[src/pkg/ssc_pkg.sv]
// Shared constants and types for the serial status and frame control block
package ssc_pkg;
  // Register byte offsets
  localparam logic [7:0] OFS_STATUS = 8'h00;
  localparam logic [7:0] OFS_DATA = 8'h04;
  localparam logic [7:0] OFS_FRAME = 8'h08;
  localparam logic [7:0] OFS_ENABLE = 8'h0C;
  // Status bit positions
  localparam int ST_TX_EMPTY = 7;
  localparam int ST_TX_DONE = 6;
  localparam int ST_RX_READY = 5;
  localparam int ST_QUIET = 4;
  localparam int ST_OVERRUN = 3;
  localparam int ST_NOISE = 2;
  localparam int ST_FRAMING = 1;
  localparam int ST_PARITY = 0;
  // Frame control bit positions
  localparam int FC_RX9 = 7;
  localparam int FC_TX9 = 6;
  localparam int FC_LPD = 5;
  localparam int FC_NINE = 4;
  localparam int FC_WAKE = 3;
  localparam int FC_PAR_EN = 2;
  localparam int FC_PAR_ODD = 1;
  localparam int FC_PAR_IE = 0;
  // Enable control bit positions
  localparam int EC_TX_IE = 7;
  localparam int EC_TXD_IE = 6;
  localparam int EC_RX_IE = 5;
  localparam int EC_QL_IE = 4;
  localparam int EC_TX_EN = 3;
  localparam int EC_RX_EN = 2;
  localparam int EC_MUTE = 1;
  // Values after reset and masks
  localparam logic [7:0] STATUS_RST = 8'hC0;
  localparam logic [7:0] FRAME_RST = 8'h00;
  localparam logic [7:0] ENABLE_RST = 8'h00;
  localparam logic [7:0] ENABLE_WMASK = 8'hFE;
  localparam logic [7:0] CLR_ON_WRITE = 8'hC1;
  localparam logic [7:0] CLR_ON_READ = 8'h3F;
  // Oversampling and line timing counts
  localparam int OVS = 16;
  localparam logic [3:0] SMP_FIRST = 4'h7;
  localparam logic [3:0] SMP_LAST = 4'h9;
  localparam logic [7:0] QUIET_TICKS_8 = 8'hA0;
  localparam logic [7:0] QUIET_TICKS_9 = 8'hB0;
  localparam int DIV_DEFAULT = 22;
  // Line engine state
  typedef enum logic {LN_IDLE = 1'b0, LN_BUSY = 1'b1} ssc_line_t;
  // Frame format snapshot
  typedef struct packed {
    logic nine;
    logic par_en;
    logic par_odd;
  } ssc_fmt_t;
  // Received word with its error marks
  typedef struct packed {
    logic [8:0] data;
    logic noise;
    logic framing;
    logic par_err;
  } ssc_rx_word_t;
endpackage

[src/rtl/ssc_rx.sv]
// Receive sampler: 16x oversampling, majority vote, noise, framing and parity
`timescale 1ns/1ps
module ssc_rx import ssc_pkg::*; (
  // Clock and reset
  input wire logic pclk,
  input wire logic presetn,
  // Timing and control
  input wire logic tick,
  input wire logic enable,
  input wire ssc_fmt_t fmt,
  // Serial line
  input wire logic rxd,
  // Result
  output logic word_valid,
  output ssc_rx_word_t word,
  output logic idle_seen,
  output logic busy
);
  ssc_line_t state_q;
  ssc_fmt_t fmt_q;
  logic [3:0] sub_q;
  logic [3:0] bit_q;
  logic [2:0] smp_q;
  logic [9:0] shift_q;
  logic noise_q;
  logic valid_q;
  logic idle_q;
  logic [7:0] quiet_q;
  ssc_rx_word_t word_q;

  // Majority of samples 8, 9 and 10 and their disagreement
  wire maj = (smp_q[0] & smp_q[1]) | (smp_q[0] & smp_q[2]) | (smp_q[1] & smp_q[2]);
  wire split = ~(&smp_q) & (|smp_q);
  wire in_sample = (sub_q >= SMP_FIRST) && (sub_q <= SMP_LAST);
  wire [3:0] last = fmt_q.nine ? 4'hA : 4'h9;
  wire [9:0] nxt = {maj, shift_q[9:1]};
  wire [8:0] data = fmt_q.nine ? nxt[8:0] : {1'b0, nxt[8:1]};
  wire par_bad = fmt_q.par_en & ((^data) ^ fmt_q.par_odd);
  wire [7:0] quiet_len = fmt.nine ? QUIET_TICKS_9 : QUIET_TICKS_8;

  // Start search, bit sampling and word completion
  always_ff @(posedge pclk or negedge presetn) begin
    if (!presetn) begin
      state_q <= LN_IDLE;
      fmt_q <= '0;
      sub_q <= 4'h0;
      bit_q <= 4'h0;
      smp_q <= 3'h0;
      shift_q <= 10'h000;
      noise_q <= 1'b0;
      valid_q <= 1'b0;
      idle_q <= 1'b0;
      quiet_q <= 8'h00;
      word_q <= '0;
    end else begin
      valid_q <= 1'b0;
      idle_q <= 1'b0;
      if (!enable) begin
        state_q <= LN_IDLE;
        quiet_q <= 8'h00;
      end else if (tick) begin
        if (!rxd) quiet_q <= 8'h00;
        else if (quiet_q != 8'hFF) quiet_q <= quiet_q + 8'h01;
        idle_q <= rxd && (quiet_q == quiet_len - 8'h01);
        if (state_q == LN_IDLE) begin
          if (!rxd) begin
            state_q <= LN_BUSY;
            sub_q <= 4'h1;
            bit_q <= 4'h0;
            noise_q <= 1'b0;
            fmt_q <= fmt;
          end
        end else begin
          sub_q <= sub_q + 4'h1;
          if (in_sample) smp_q <= {rxd, smp_q[2:1]};
          if (sub_q == 4'(OVS - 1)) begin
            bit_q <= bit_q + 4'h1;
            shift_q <= nxt;
            noise_q <= noise_q | split;
            if (bit_q == 4'h0 && maj) begin
              state_q <= LN_IDLE;
            end else if (bit_q == last) begin
              state_q <= LN_IDLE;
              valid_q <= 1'b1;
              word_q <= '{data: data, noise: noise_q | split, framing: ~maj, par_err: par_bad};
            end
          end
        end
      end
    end
  end

  assign word_valid = valid_q;
  assign word = word_q;
  assign idle_seen = idle_q;
  assign busy = state_q == LN_BUSY;
endmodule

[src/rtl/ssc_status_ctrl.sv]
// Serial interface status flags, frame control, APB registers and interrupt request
`timescale 1ns/1ps
// What this block does
// - In Halt, stop transmit and receive and freeze flag and control registers; bus reads still answer, requests drop.
// - Enabled serial events wake the chip from Wait, never from Halt.
// - One shared request; each event needs its enable and a cleared global mask.
// - Request ORs tx empty, tx done, rx ready, overrun, quiet line, parity error.
// - Tx empty sets on holding-to-shifter move; status access then data write clears.
// - Holding data moves to the shifter only once tx empty was cleared.
// - Tx done sets after a data frame ends; status access then data write clears.
// - Rx ready sets when a word lands in holding; status then data read clears.
// - Quiet flag sets on idle line; cleared likewise; rearmed only by rx ready.
// - Overrun when a word completes while rx ready; holding kept; cleared likewise.
// - Noise flag sets with a noisy frame, no own interrupt; status then read clears.
// - Framing flag on bad stop, no own interrupt; overrun wins over framing.
// - Parity error flag on failed check, interrupt with its enable; cleared by sequence.
// - Status register is read-only and resets to C0h.
// - Nine-bit words put received bit 9 in control bit 7, send control bit 6.
// - Low-power bit stops prescaler and outputs after the current byte.
// - Word-length bit selects 8 or 9 data bits; software keeps it stable mid-frame.
// - Wake bit chooses muted receiver wake by idle line or address mark.
// - Parity enable puts parity in the top data bit and checks it, from next byte.
// - Parity select chooses even or odd, effective from the next byte.
// - Frame control bits 6 to 0 reset to zero.
// - While muted, no reception flag sets and receive interrupts are blocked.
// - Address mark word clears mute and sets rx ready, received normally.
module ssc_status_ctrl import ssc_pkg::*; #(
  parameter int DIV = DIV_DEFAULT
) (
  // Clock and reset
  input wire logic pclk,
  input wire logic presetn,
  // APB slave
  input wire logic psel,
  input wire logic penable,
  input wire logic pwrite,
  input wire logic [7:0] paddr,
  input wire logic [31:0] pwdata,
  output logic [31:0] prdata,
  output logic pready,
  output logic pslverr,
  // Chip power and core state
  input wire logic halt_mode,
  input wire logic wait_mode,
  input wire logic cond_code_irq_mask,
  output logic irq_req,
  output logic wake_req,
  // Serial line
  input wire logic rxd,
  output logic txd
);
  // Registers
  logic [7:0] status_q;
  logic [7:0] status_d;
  logic [7:0] status_set;
  logic [7:0] status_clr;
  logic [7:0] frame_q;
  logic [7:0] frame_d;
  logic [7:0] enable_q;
  logic [7:0] enable_d;
  logic [7:0] armed_q;
  logic [7:0] armed_d;
  logic [7:0] tx_hold_q;
  logic [7:0] rx_hold_q;
  logic quiet_allow_q;
  logic quiet_allow_d;
  logic [15:0] div_q;
  logic tick_q;
  logic pready_q;
  logic pslverr_q;
  logic [31:0] prdata_q;
  logic irq_q;
  logic wake_q;
  // Engine signals
  logic tx_busy;
  logic tx_done;
  logic rx_busy;
  logic rx_valid;
  logic rx_idle;
  ssc_rx_word_t rx_word;
  ssc_fmt_t fmt;

  // Halt freezes flags, controls and engines, including software effects
  wire run = ~halt_mode;

  // APB phases
  wire setup = psel & ~penable;
  wire access = psel & penable & pready_q;
  wire wr_ok = access & pwrite & run;
  wire rd_ok = access & ~pwrite & run;

  // Address decode
  wire sel_status = paddr == OFS_STATUS;
  wire sel_data = paddr == OFS_DATA;
  wire sel_frame = paddr == OFS_FRAME;
  wire sel_enable = paddr == OFS_ENABLE;
  wire hit = sel_status | sel_data | sel_frame | sel_enable;

  // Read data selection, upper bits read as zero
  wire [7:0] rd_byte = sel_status ? status_q :
                       sel_data ? rx_hold_q :
                       sel_frame ? frame_q :
                       sel_enable ? enable_q : 8'h00;

  // Software access strobes
  wire status_rd = rd_ok & sel_status;
  wire data_wr = wr_ok & sel_data;
  wire data_rd = rd_ok & sel_data;
  wire frame_wr = wr_ok & sel_frame;
  wire enable_wr = wr_ok & sel_enable;

  // Control field views
  wire muted = enable_q[EC_MUTE];
  wire wake_addr_sel = frame_q[FC_WAKE];
  wire low_power = frame_q[FC_LPD];
  wire nine = frame_q[FC_NINE];
  wire par_en = frame_q[FC_PAR_EN];
  wire par_odd = frame_q[FC_PAR_ODD];

  // Current format handed to the receiver, latched per frame there
  assign fmt = '{nine: nine, par_en: par_en, par_odd: par_odd};

  // Prescaler stops at once in Halt; in low power only once both engines finish their byte
  wire tick_run = run & ~(low_power & ~tx_busy & ~rx_busy);
  wire div_wrap = div_q == 16'(DIV - 1);
  wire tick = tick_q & run;

  // Oversampling divider
  always_ff @(posedge pclk or negedge presetn) begin
    if (!presetn) begin
      div_q <= 16'h0000;
      tick_q <= 1'b0;
    end else begin
      tick_q <= tick_run & div_wrap;
      if (tick_run) div_q <= div_wrap ? 16'h0000 : div_q + 16'h0001;
    end
  end

  // Parity in the top data position, even or odd
  wire par7 = (^tx_hold_q[6:0]) ^ par_odd;
  wire par8 = (^tx_hold_q) ^ par_odd;
  wire [8:0] tx_plain = {frame_q[FC_TX9], tx_hold_q};
  wire [8:0] tx_par = nine ? {par8, tx_hold_q} : {1'b0, par7, tx_hold_q[6:0]};
  wire [8:0] tx_word = par_en ? tx_par : tx_plain;

  // Move holding to shifter only after software cleared tx empty
  wire tx_go = run & enable_q[EC_TX_EN] & ~status_q[ST_TX_EMPTY] & ~tx_busy
               & ~low_power;

  // Transmit shifter
  ssc_tx u_tx (
    .pclk(pclk),
    .presetn(presetn),
    .tick(tick),
    .load(tx_go),
    .load_data(tx_word),
    .nine(nine),
    .busy(tx_busy),
    .done(tx_done),
    .txd(txd)
  );

  // Receive sampler
  ssc_rx u_rx (
    .pclk(pclk),
    .presetn(presetn),
    .tick(tick),
    .enable(enable_q[EC_RX_EN]),
    .fmt(fmt),
    .rxd(rxd),
    .word_valid(rx_valid),
    .word(rx_word),
    .idle_seen(rx_idle),
    .busy(rx_busy)
  );

  // Top data bit, not the parity meaning, marks an address
  wire rx_msb = nine ? rx_word.data[8] : rx_word.data[7];
  wire addr_wake = run & rx_valid & muted & wake_addr_sel & rx_msb;
  wire idle_wake = run & rx_idle & muted & ~wake_addr_sel;
  wire hw_unmute = addr_wake | idle_wake;

  // Word acceptance while active or on address wake
  wire rx_accept = run & rx_valid & (~muted | addr_wake);
  wire rx_ovr = rx_accept & status_q[ST_RX_READY];
  wire rx_load = rx_accept & ~status_q[ST_RX_READY];
  wire quiet_set = run & rx_idle & ~muted & quiet_allow_q;

  // Hardware set terms per flag
  assign status_set[ST_TX_EMPTY] = tx_go;
  assign status_set[ST_TX_DONE] = run & tx_done;
  assign status_set[ST_RX_READY] = rx_load;
  assign status_set[ST_QUIET] = quiet_set;
  assign status_set[ST_OVERRUN] = rx_ovr;
  assign status_set[ST_NOISE] = rx_load & rx_word.noise;
  assign status_set[ST_FRAMING] = rx_load & rx_word.framing;
  assign status_set[ST_PARITY] = rx_load & rx_word.par_err;

  // Data access clears only flags armed by the last status read
  wire [7:0] clr_wr_mask = {8{data_wr}} & CLR_ON_WRITE;
  wire [7:0] clr_rd_mask = {8{data_rd}} & CLR_ON_READ;
  assign status_clr = (clr_wr_mask | clr_rd_mask) & armed_q;

  // A set arriving with its clear wins
  assign status_d = (status_q & ~status_clr) | status_set;

  // Arm on status read, disarm on any data access
  assign armed_d = status_rd ? status_q :
                   (data_wr | data_rd) ? 8'h00 : armed_q;

  // Quiet flag rearms only after rx ready sets again
  assign quiet_allow_d = rx_load ? 1'b1 : quiet_set ? 1'b0 : quiet_allow_q;

  // Frame control: bit 7 is written only by the receiver
  wire [6:0] frame_low = frame_wr ? pwdata[6:0] : frame_q[6:0];
  wire frame_r9 = (rx_load & nine) ? rx_word.data[8] : frame_q[FC_RX9];
  assign frame_d = {frame_r9, frame_low};

  // Enable control: hardware clears mute on a wake event
  wire [7:0] unmute_mask = ~(8'(hw_unmute) << EC_MUTE);
  assign enable_d = enable_wr ? (pwdata[7:0] & ENABLE_WMASK) : (enable_q & unmute_mask);

  // Flag and control registers
  always_ff @(posedge pclk or negedge presetn) begin
    if (!presetn) begin
      status_q <= STATUS_RST;
      frame_q <= FRAME_RST;
      enable_q <= ENABLE_RST;
      armed_q <= 8'h00;
      quiet_allow_q <= 1'b0;
    end else begin
      status_q <= status_d;
      frame_q <= frame_d;
      enable_q <= enable_d;
      armed_q <= armed_d;
      quiet_allow_q <= quiet_allow_d;
    end
  end

  // Holding registers; overrun keeps the held word
  always_ff @(posedge pclk or negedge presetn) begin
    if (!presetn) begin
      tx_hold_q <= 8'h00;
      rx_hold_q <= 8'h00;
    end else begin
      if (data_wr) tx_hold_q <= pwdata[7:0];
      if (rx_load) rx_hold_q <= rx_word.data[7:0];
    end
  end

  // APB answer: ready in the first access cycle, error on unmapped offsets
  always_ff @(posedge pclk or negedge presetn) begin
    if (!presetn) begin
      pready_q <= 1'b0;
      pslverr_q <= 1'b0;
      prdata_q <= 32'h0000_0000;
    end else begin
      pready_q <= setup;
      pslverr_q <= setup & ~hit;
      if (setup) prdata_q <= {24'h00_0000, rd_byte};
    end
  end

  // Receive interrupts are blocked while muted
  wire rx_irq_ok = ~muted;
  wire ev_tx_empty = status_q[ST_TX_EMPTY] & enable_q[EC_TX_IE];
  wire ev_tx_done = status_q[ST_TX_DONE] & enable_q[EC_TXD_IE];
  wire ev_rx = (status_q[ST_RX_READY] | status_q[ST_OVERRUN]) & enable_q[EC_RX_IE] & rx_irq_ok;
  wire ev_quiet = status_q[ST_QUIET] & enable_q[EC_QL_IE] & rx_irq_ok;
  wire ev_parity = status_q[ST_PARITY] & frame_q[FC_PAR_IE] & rx_irq_ok;
  wire irq_event = ev_tx_empty | ev_tx_done | ev_rx | ev_quiet | ev_parity;

  // Shared request and Wait wake-up, both silent in Halt
  always_ff @(posedge pclk or negedge presetn) begin
    if (!presetn) begin
      irq_q <= 1'b0;
      wake_q <= 1'b0;
    end else begin
      irq_q <= run & irq_event & ~cond_code_irq_mask;
      wake_q <= run & irq_event & wait_mode;
    end
  end

  // Outputs straight from flip-flops
  assign prdata = prdata_q;
  assign pready = pready_q;
  assign pslverr = pslverr_q;
  assign irq_req = irq_q;
  assign wake_req = wake_q;
endmodule

[src/rtl/ssc_tx.sv]
// Transmit shifter: start bit, eight or nine data bits, stop bit
`timescale 1ns/1ps
module ssc_tx import ssc_pkg::*; (
  // Clock and reset
  input wire logic pclk,
  input wire logic presetn,
  // Oversampling tick
  input wire logic tick,
  // Load side
  input wire logic load,
  input wire logic [8:0] load_data,
  input wire logic nine,
  output logic busy,
  output logic done,
  // Serial line
  output logic txd
);
  ssc_line_t state_q;
  logic [10:0] shift_q;
  logic [3:0] bits_q;
  logic [3:0] sub_q;
  logic done_q;

  // Bit boundary and last bit
  wire bit_end = (state_q == LN_BUSY) && tick && (sub_q == 4'(OVS - 1));
  wire last_bit = bits_q == 4'h1;

  // Frame is built at load, so format changes wait for the next byte
  always_ff @(posedge pclk or negedge presetn) begin
    if (!presetn) begin
      state_q <= LN_IDLE;
      shift_q <= 11'h7FF;
      bits_q <= 4'h0;
      sub_q <= 4'h0;
      done_q <= 1'b0;
    end else begin
      done_q <= 1'b0;
      if (load && state_q == LN_IDLE) begin
        state_q <= LN_BUSY;
        shift_q <= nine ? {1'b1, load_data, 1'b0} : {2'b11, load_data[7:0], 1'b0};
        bits_q <= nine ? 4'hB : 4'hA;
        sub_q <= 4'h0;
      end else if (state_q == LN_BUSY && tick) begin
        sub_q <= sub_q + 4'h1;
        if (bit_end) begin
          shift_q <= {1'b1, shift_q[10:1]};
          bits_q <= bits_q - 4'h1;
          if (last_bit) begin
            state_q <= LN_IDLE;
            done_q <= 1'b1;
          end
        end
      end
    end
  end

  // Line idles high because ones are shifted in behind the frame
  assign txd = shift_q[0];
  assign busy = state_q == LN_BUSY;
  assign done = done_q;
endmodule

[config.mk]
export PLATFORM = sky130hd
export DESIGN_NAME = ssc_status_ctrl
export DESIGN_NICKNAME = d
export VERILOG_FILES = /design/src/pkg/ssc_pkg.sv /design/src/rtl/ssc_rx.sv /design/src/rtl/ssc_status_ctrl.sv /design/src/rtl/ssc_tx.sv
export SDC_FILE = /design/constraint.sdc
export NUM_CORES = 1
export LEC_CHECK = 0
export BUFFER_PORTS_ARGS = -buffer_cell sky130_fd_sc_hd__buf_2
export CAP_MARGIN = 20
export CORE_MARGIN = 5
export CORE_UTILIZATION = 30
export DETAILED_ROUTE_END_ITERATION = 8
export PLACE_DENSITY = 0.46
export SLEW_MARGIN = 15
export SYNTH_ARGS = -nofsm -noshare
export SYNTH_HDL_FRONTEND = slang
export SYNTH_SLANG_ARGS = --single-unit
[constraint.sdc]
create_clock -name pclk -period 3.6 [get_ports pclk]
set_clock_uncertainty 0.05 [all_clocks]
set_input_delay 0.36 -clock pclk [delete_from_list [all_inputs] [get_ports pclk]]
set_output_delay 0.36 -clock pclk [all_outputs]
set_load 0.01 [all_outputs]
==> impl_metrics.json <==
{
  "cts_max_level": 4,
  "syn_area_per_cell_um2": 11.0,
  "die_width_um": 162,
  "path_class": "flip-flop to flip-flop",
  "firstDrtPassIters": 4,
  "slew_viol_final": 0,
  "postCtsResizedCells": 0,
  "crit_path_end_kind": "flip-flop",
  "reg2reg_depth": 5,
  "mostFrequentLayoutCells": "dfrtp_1, nand2_1, nor2_1",
  "r2r_end": "div_q[14]$_DFFE_PN0P_",
  "crit_slowest_cell": "a31oi_1",
  "relSlewSlack_pct": 34.9,
  "layout-drive-gt1-share_pct": 21.9,
  "synth-async-reset-ratio_pct": 100,
  "crit_path_start_kind": "flip-flop",
  "ctsHoldBuffers": 0,
  "cp_top_family": "compound AO/OA/AOI/OAI gates",
  "clk_latency_ps": 420,
  "gp_congestion": 0.746,
  "violations": "negative hold slack",
  "cts_root_buf": "clkbuf_16",
  "grtUsageMet2_pct": 19.1,
  "drt_iter0_markers": 290,
  "diodes": 0,
  "clk_transition_reported_paths_ps": 60,
  "remaining_drc_errors": 0,
  "finalSetupViolations": 0,
  "avgViaCountPerCell": 4.68,
  "post-dp-hpwl_um": 10500,
  "powerDensity_nw_per_um2": 456,
  "fin_crit_ps": 2260,
  "tightest_slew_ps": 972,
  "holdWs_ps": -33.8,
  "synth_area_um2": 6970,
  "ff2ff_setup_slack_ps": 1340,
  "worst_slack_ps": 1340,
  "ios": 86,
  "finalCritPeriodShare_pct": 62.9,
  "io_buffers": 37,
  "syn_to_final_growth_pct": 15.2,
  "hold_violations": 10,
  "rsz0062_at_grt": "no",
  "routed_wl_um": 15200,
  "vdd.ir_drop.worst_mv": 0.272,
  "yosysSeqAreaShare_pct": 51.9,
  "grt_pass1_wl_um": 25400,
  "ys_ff_latch": 144,
  "setup_tns_ps": 0,
  "synth_cells": 636,
  "grt_util_met3_pct": 3.29,
  "path_cells": "inv_1 > a31oi_1 > and4_1 > nand3_1 > xnor2_1",
  "reg2reg_from": "u_rx.busy$_DFFE_PN0P_",
  "fin_util_pct": 35.2,
  "gr-max-usage-layer": "met2",
  "ys_warn_count": 0,
  "status": "complete, but fails checks",
  "core.rowCount": 55,
  "ys_types": 57,
  "ctsLongestPathBuffers": 2,
  "nets": 737,
  "grtUsageMet1_pct": 16.1,
  "synth_edf_count": 0,
  "arrival_ps": 2520,
  "required_ps": 3860,
  "grt_pass1_vias": 4812,
  "nFillCells": 2249,
  "cp_max_fo": 12,
  "final_common_cell": "dfrtp_1",
  "coreArea_um2": 22800,
  "cp_num_buf_inv": 1,
  "die_h_um": 162,
  "post_cts_buffers": 0,
  "fmax_ghz": 0.442,
  "ys.flop_type": "dfrtp_1",
  "maxCapViolations": 0,
  "initial_core_util_pct": 30.6,
  "num_vias": 4695,
  "postRouteAntennaNets": 0,
  "cp_slowest_stage_delay_ps": 730,
  "grtUsageTotal_pct": 12.1,
  "wl_per_cell_um": 15.1,
  "grt-ovfl-total": 0,
  "cts_tree": "built",
  "grt_max_degree": 98,
  "dp_slack_ps": 976,
  "cts_buffers": 17,
  "die_area_um2": 26400,
  "hp-class": "input pin to asynchronous set/reset pin",
  "finalPower_mw": 3.66,
  "antenna_found_initial": 0,
  "clkSinkCount": 144,
  "power.leakage_nw": 3.71
}
## synth_stat cells (3+ instances only)
cell type  instances  area (µm²)
nand2_1           66         248
xor2_1             8        70.1
a21oi_1           19        95.1
inv_1             24        90.1
dfstp_2           12         315
a31oi_1           11        68.8
ha_1              11         138
buf_4             24         180
mux2_4             6        90.1
and3_1             8        50.1
nor3b_1            4        30.0
dfrtp_1          132        3300
or3_1              3        18.8
nand4_1            9        56.3
o21ai_0           32         160
nor2_1            47         176
and2_1             4        25.0
mux2_2            39         439
o22ai_1            3        18.8
and4_1             4        35.0
nor2b_1            4        25.0
clkbuf_1          16        60.1
nand3_1           23         115
nor4_1             6        37.5
buf_2              4        20.0
a21o_1             6        45.0
nor3_1             9        45.0
mux4_2             7         158
a22o_1            12         105
xnor2_1           26         228
nand2b_1           9        56.3
or2_2              3        18.8
nand3b_1           3        22.5
mux2i_1           12         120
## power breakdown
group / internal (mW) / switching (mW) / total [mW]
clock network: 1.08 / 0.694 / 1.77
logic: 0.0705 / 0.116 / 0.187
registers: 1.66 / 0.0416 / 1.70
total: 2.81 / 0.852 / 3.66
## through the flow
| stage | instances | instance area (µm²) |
|---|---|---|
| after detailed placement | 971 | 7430 |
| after global routing | 1003 | 8030 |
| after global placement | 971 | 7430 |
| after CTS | 1003 | 8030 |
| after floorplan | 659 | 7060 |
| final | 1003 | 8030 |
## worst max-delay path by stage
stage / startpoint / end / slack (ps) / cells past startpoint
floorplan: paddr[5] / tx_hold_q[2]$_DFFE_PN0N_ / 1520 / 5
global route: u_rx.busy$_DFFE_PN0P_ / div_q[14]$_DFFE_PN0P_ / 1130 / 5
CTS: u_rx.busy$_DFFE_PN0P_ / div_q[14]$_DFFE_PN0P_ / 1310 / 5
finish: u_rx.busy$_DFFE_PN0P_ / div_q[14]$_DFFE_PN0P_ / 1340 / 5
global placement: paddr[5] / tx_hold_q[2]$_DFFE_PN0N_ / 990 / 5
detailed placement: paddr[5] / tx_hold_q[2]$_DFFE_PN0N_ / 980 / 5
## logic make-up after synthesis
family          synth area share [%]
xor+xnor                        4.92
mux                             11.6
fa+ha+maj                       2.12
flops                           51.9
other cells                   0.0538
simple gates                    15.6
compound gates                  8.58
buf+inv                         5.24
## flip-flops by register name, summed over array words and instances (netlist names), 3 cells and up
register      cells
div_q            16
frame_q           8
u_rx.shift_q      9
u_tx.sub_q        4
u_rx.fmt_q        3
rx_hold_q         8
status_q          8
prdata            8
enable_q          7
u_tx.shift_q     10
tx_hold_q         8
u_rx.sub_q        4
u_rx.quiet_q      8
u_tx.bits_q       4
u_rx.word        12
armed_q           8
u_rx.smp_q        3
u_rx.bit_q        4
## area by class of cell
type	instances	area (µm²)	share of cell area, %
sequential	144	3620	45.1
multi-input combinational	445	3080	38.4
clock inverter	11	130	1.62
clock buffer	21	470	5.86
inverter	25	93.8	1.17
tap	313	392	4.88
timing repair buffer	44	244	3.04
## layer usage
layer	routed length, µm	vias up
met1	7250	2337
met2	7090	76
met4	184	0
met3	629	14
met5	0	-
li1	-	2268
## worst reg2reg max path: stages, from the launching register on
cell	delay [ps]
dfrtp_1	470
inv_1	190
a31oi_1	730
and4_1	450
nand3_1	120
xnor2_1	140
No activity file was read; power rests on OpenSTA's default activity.
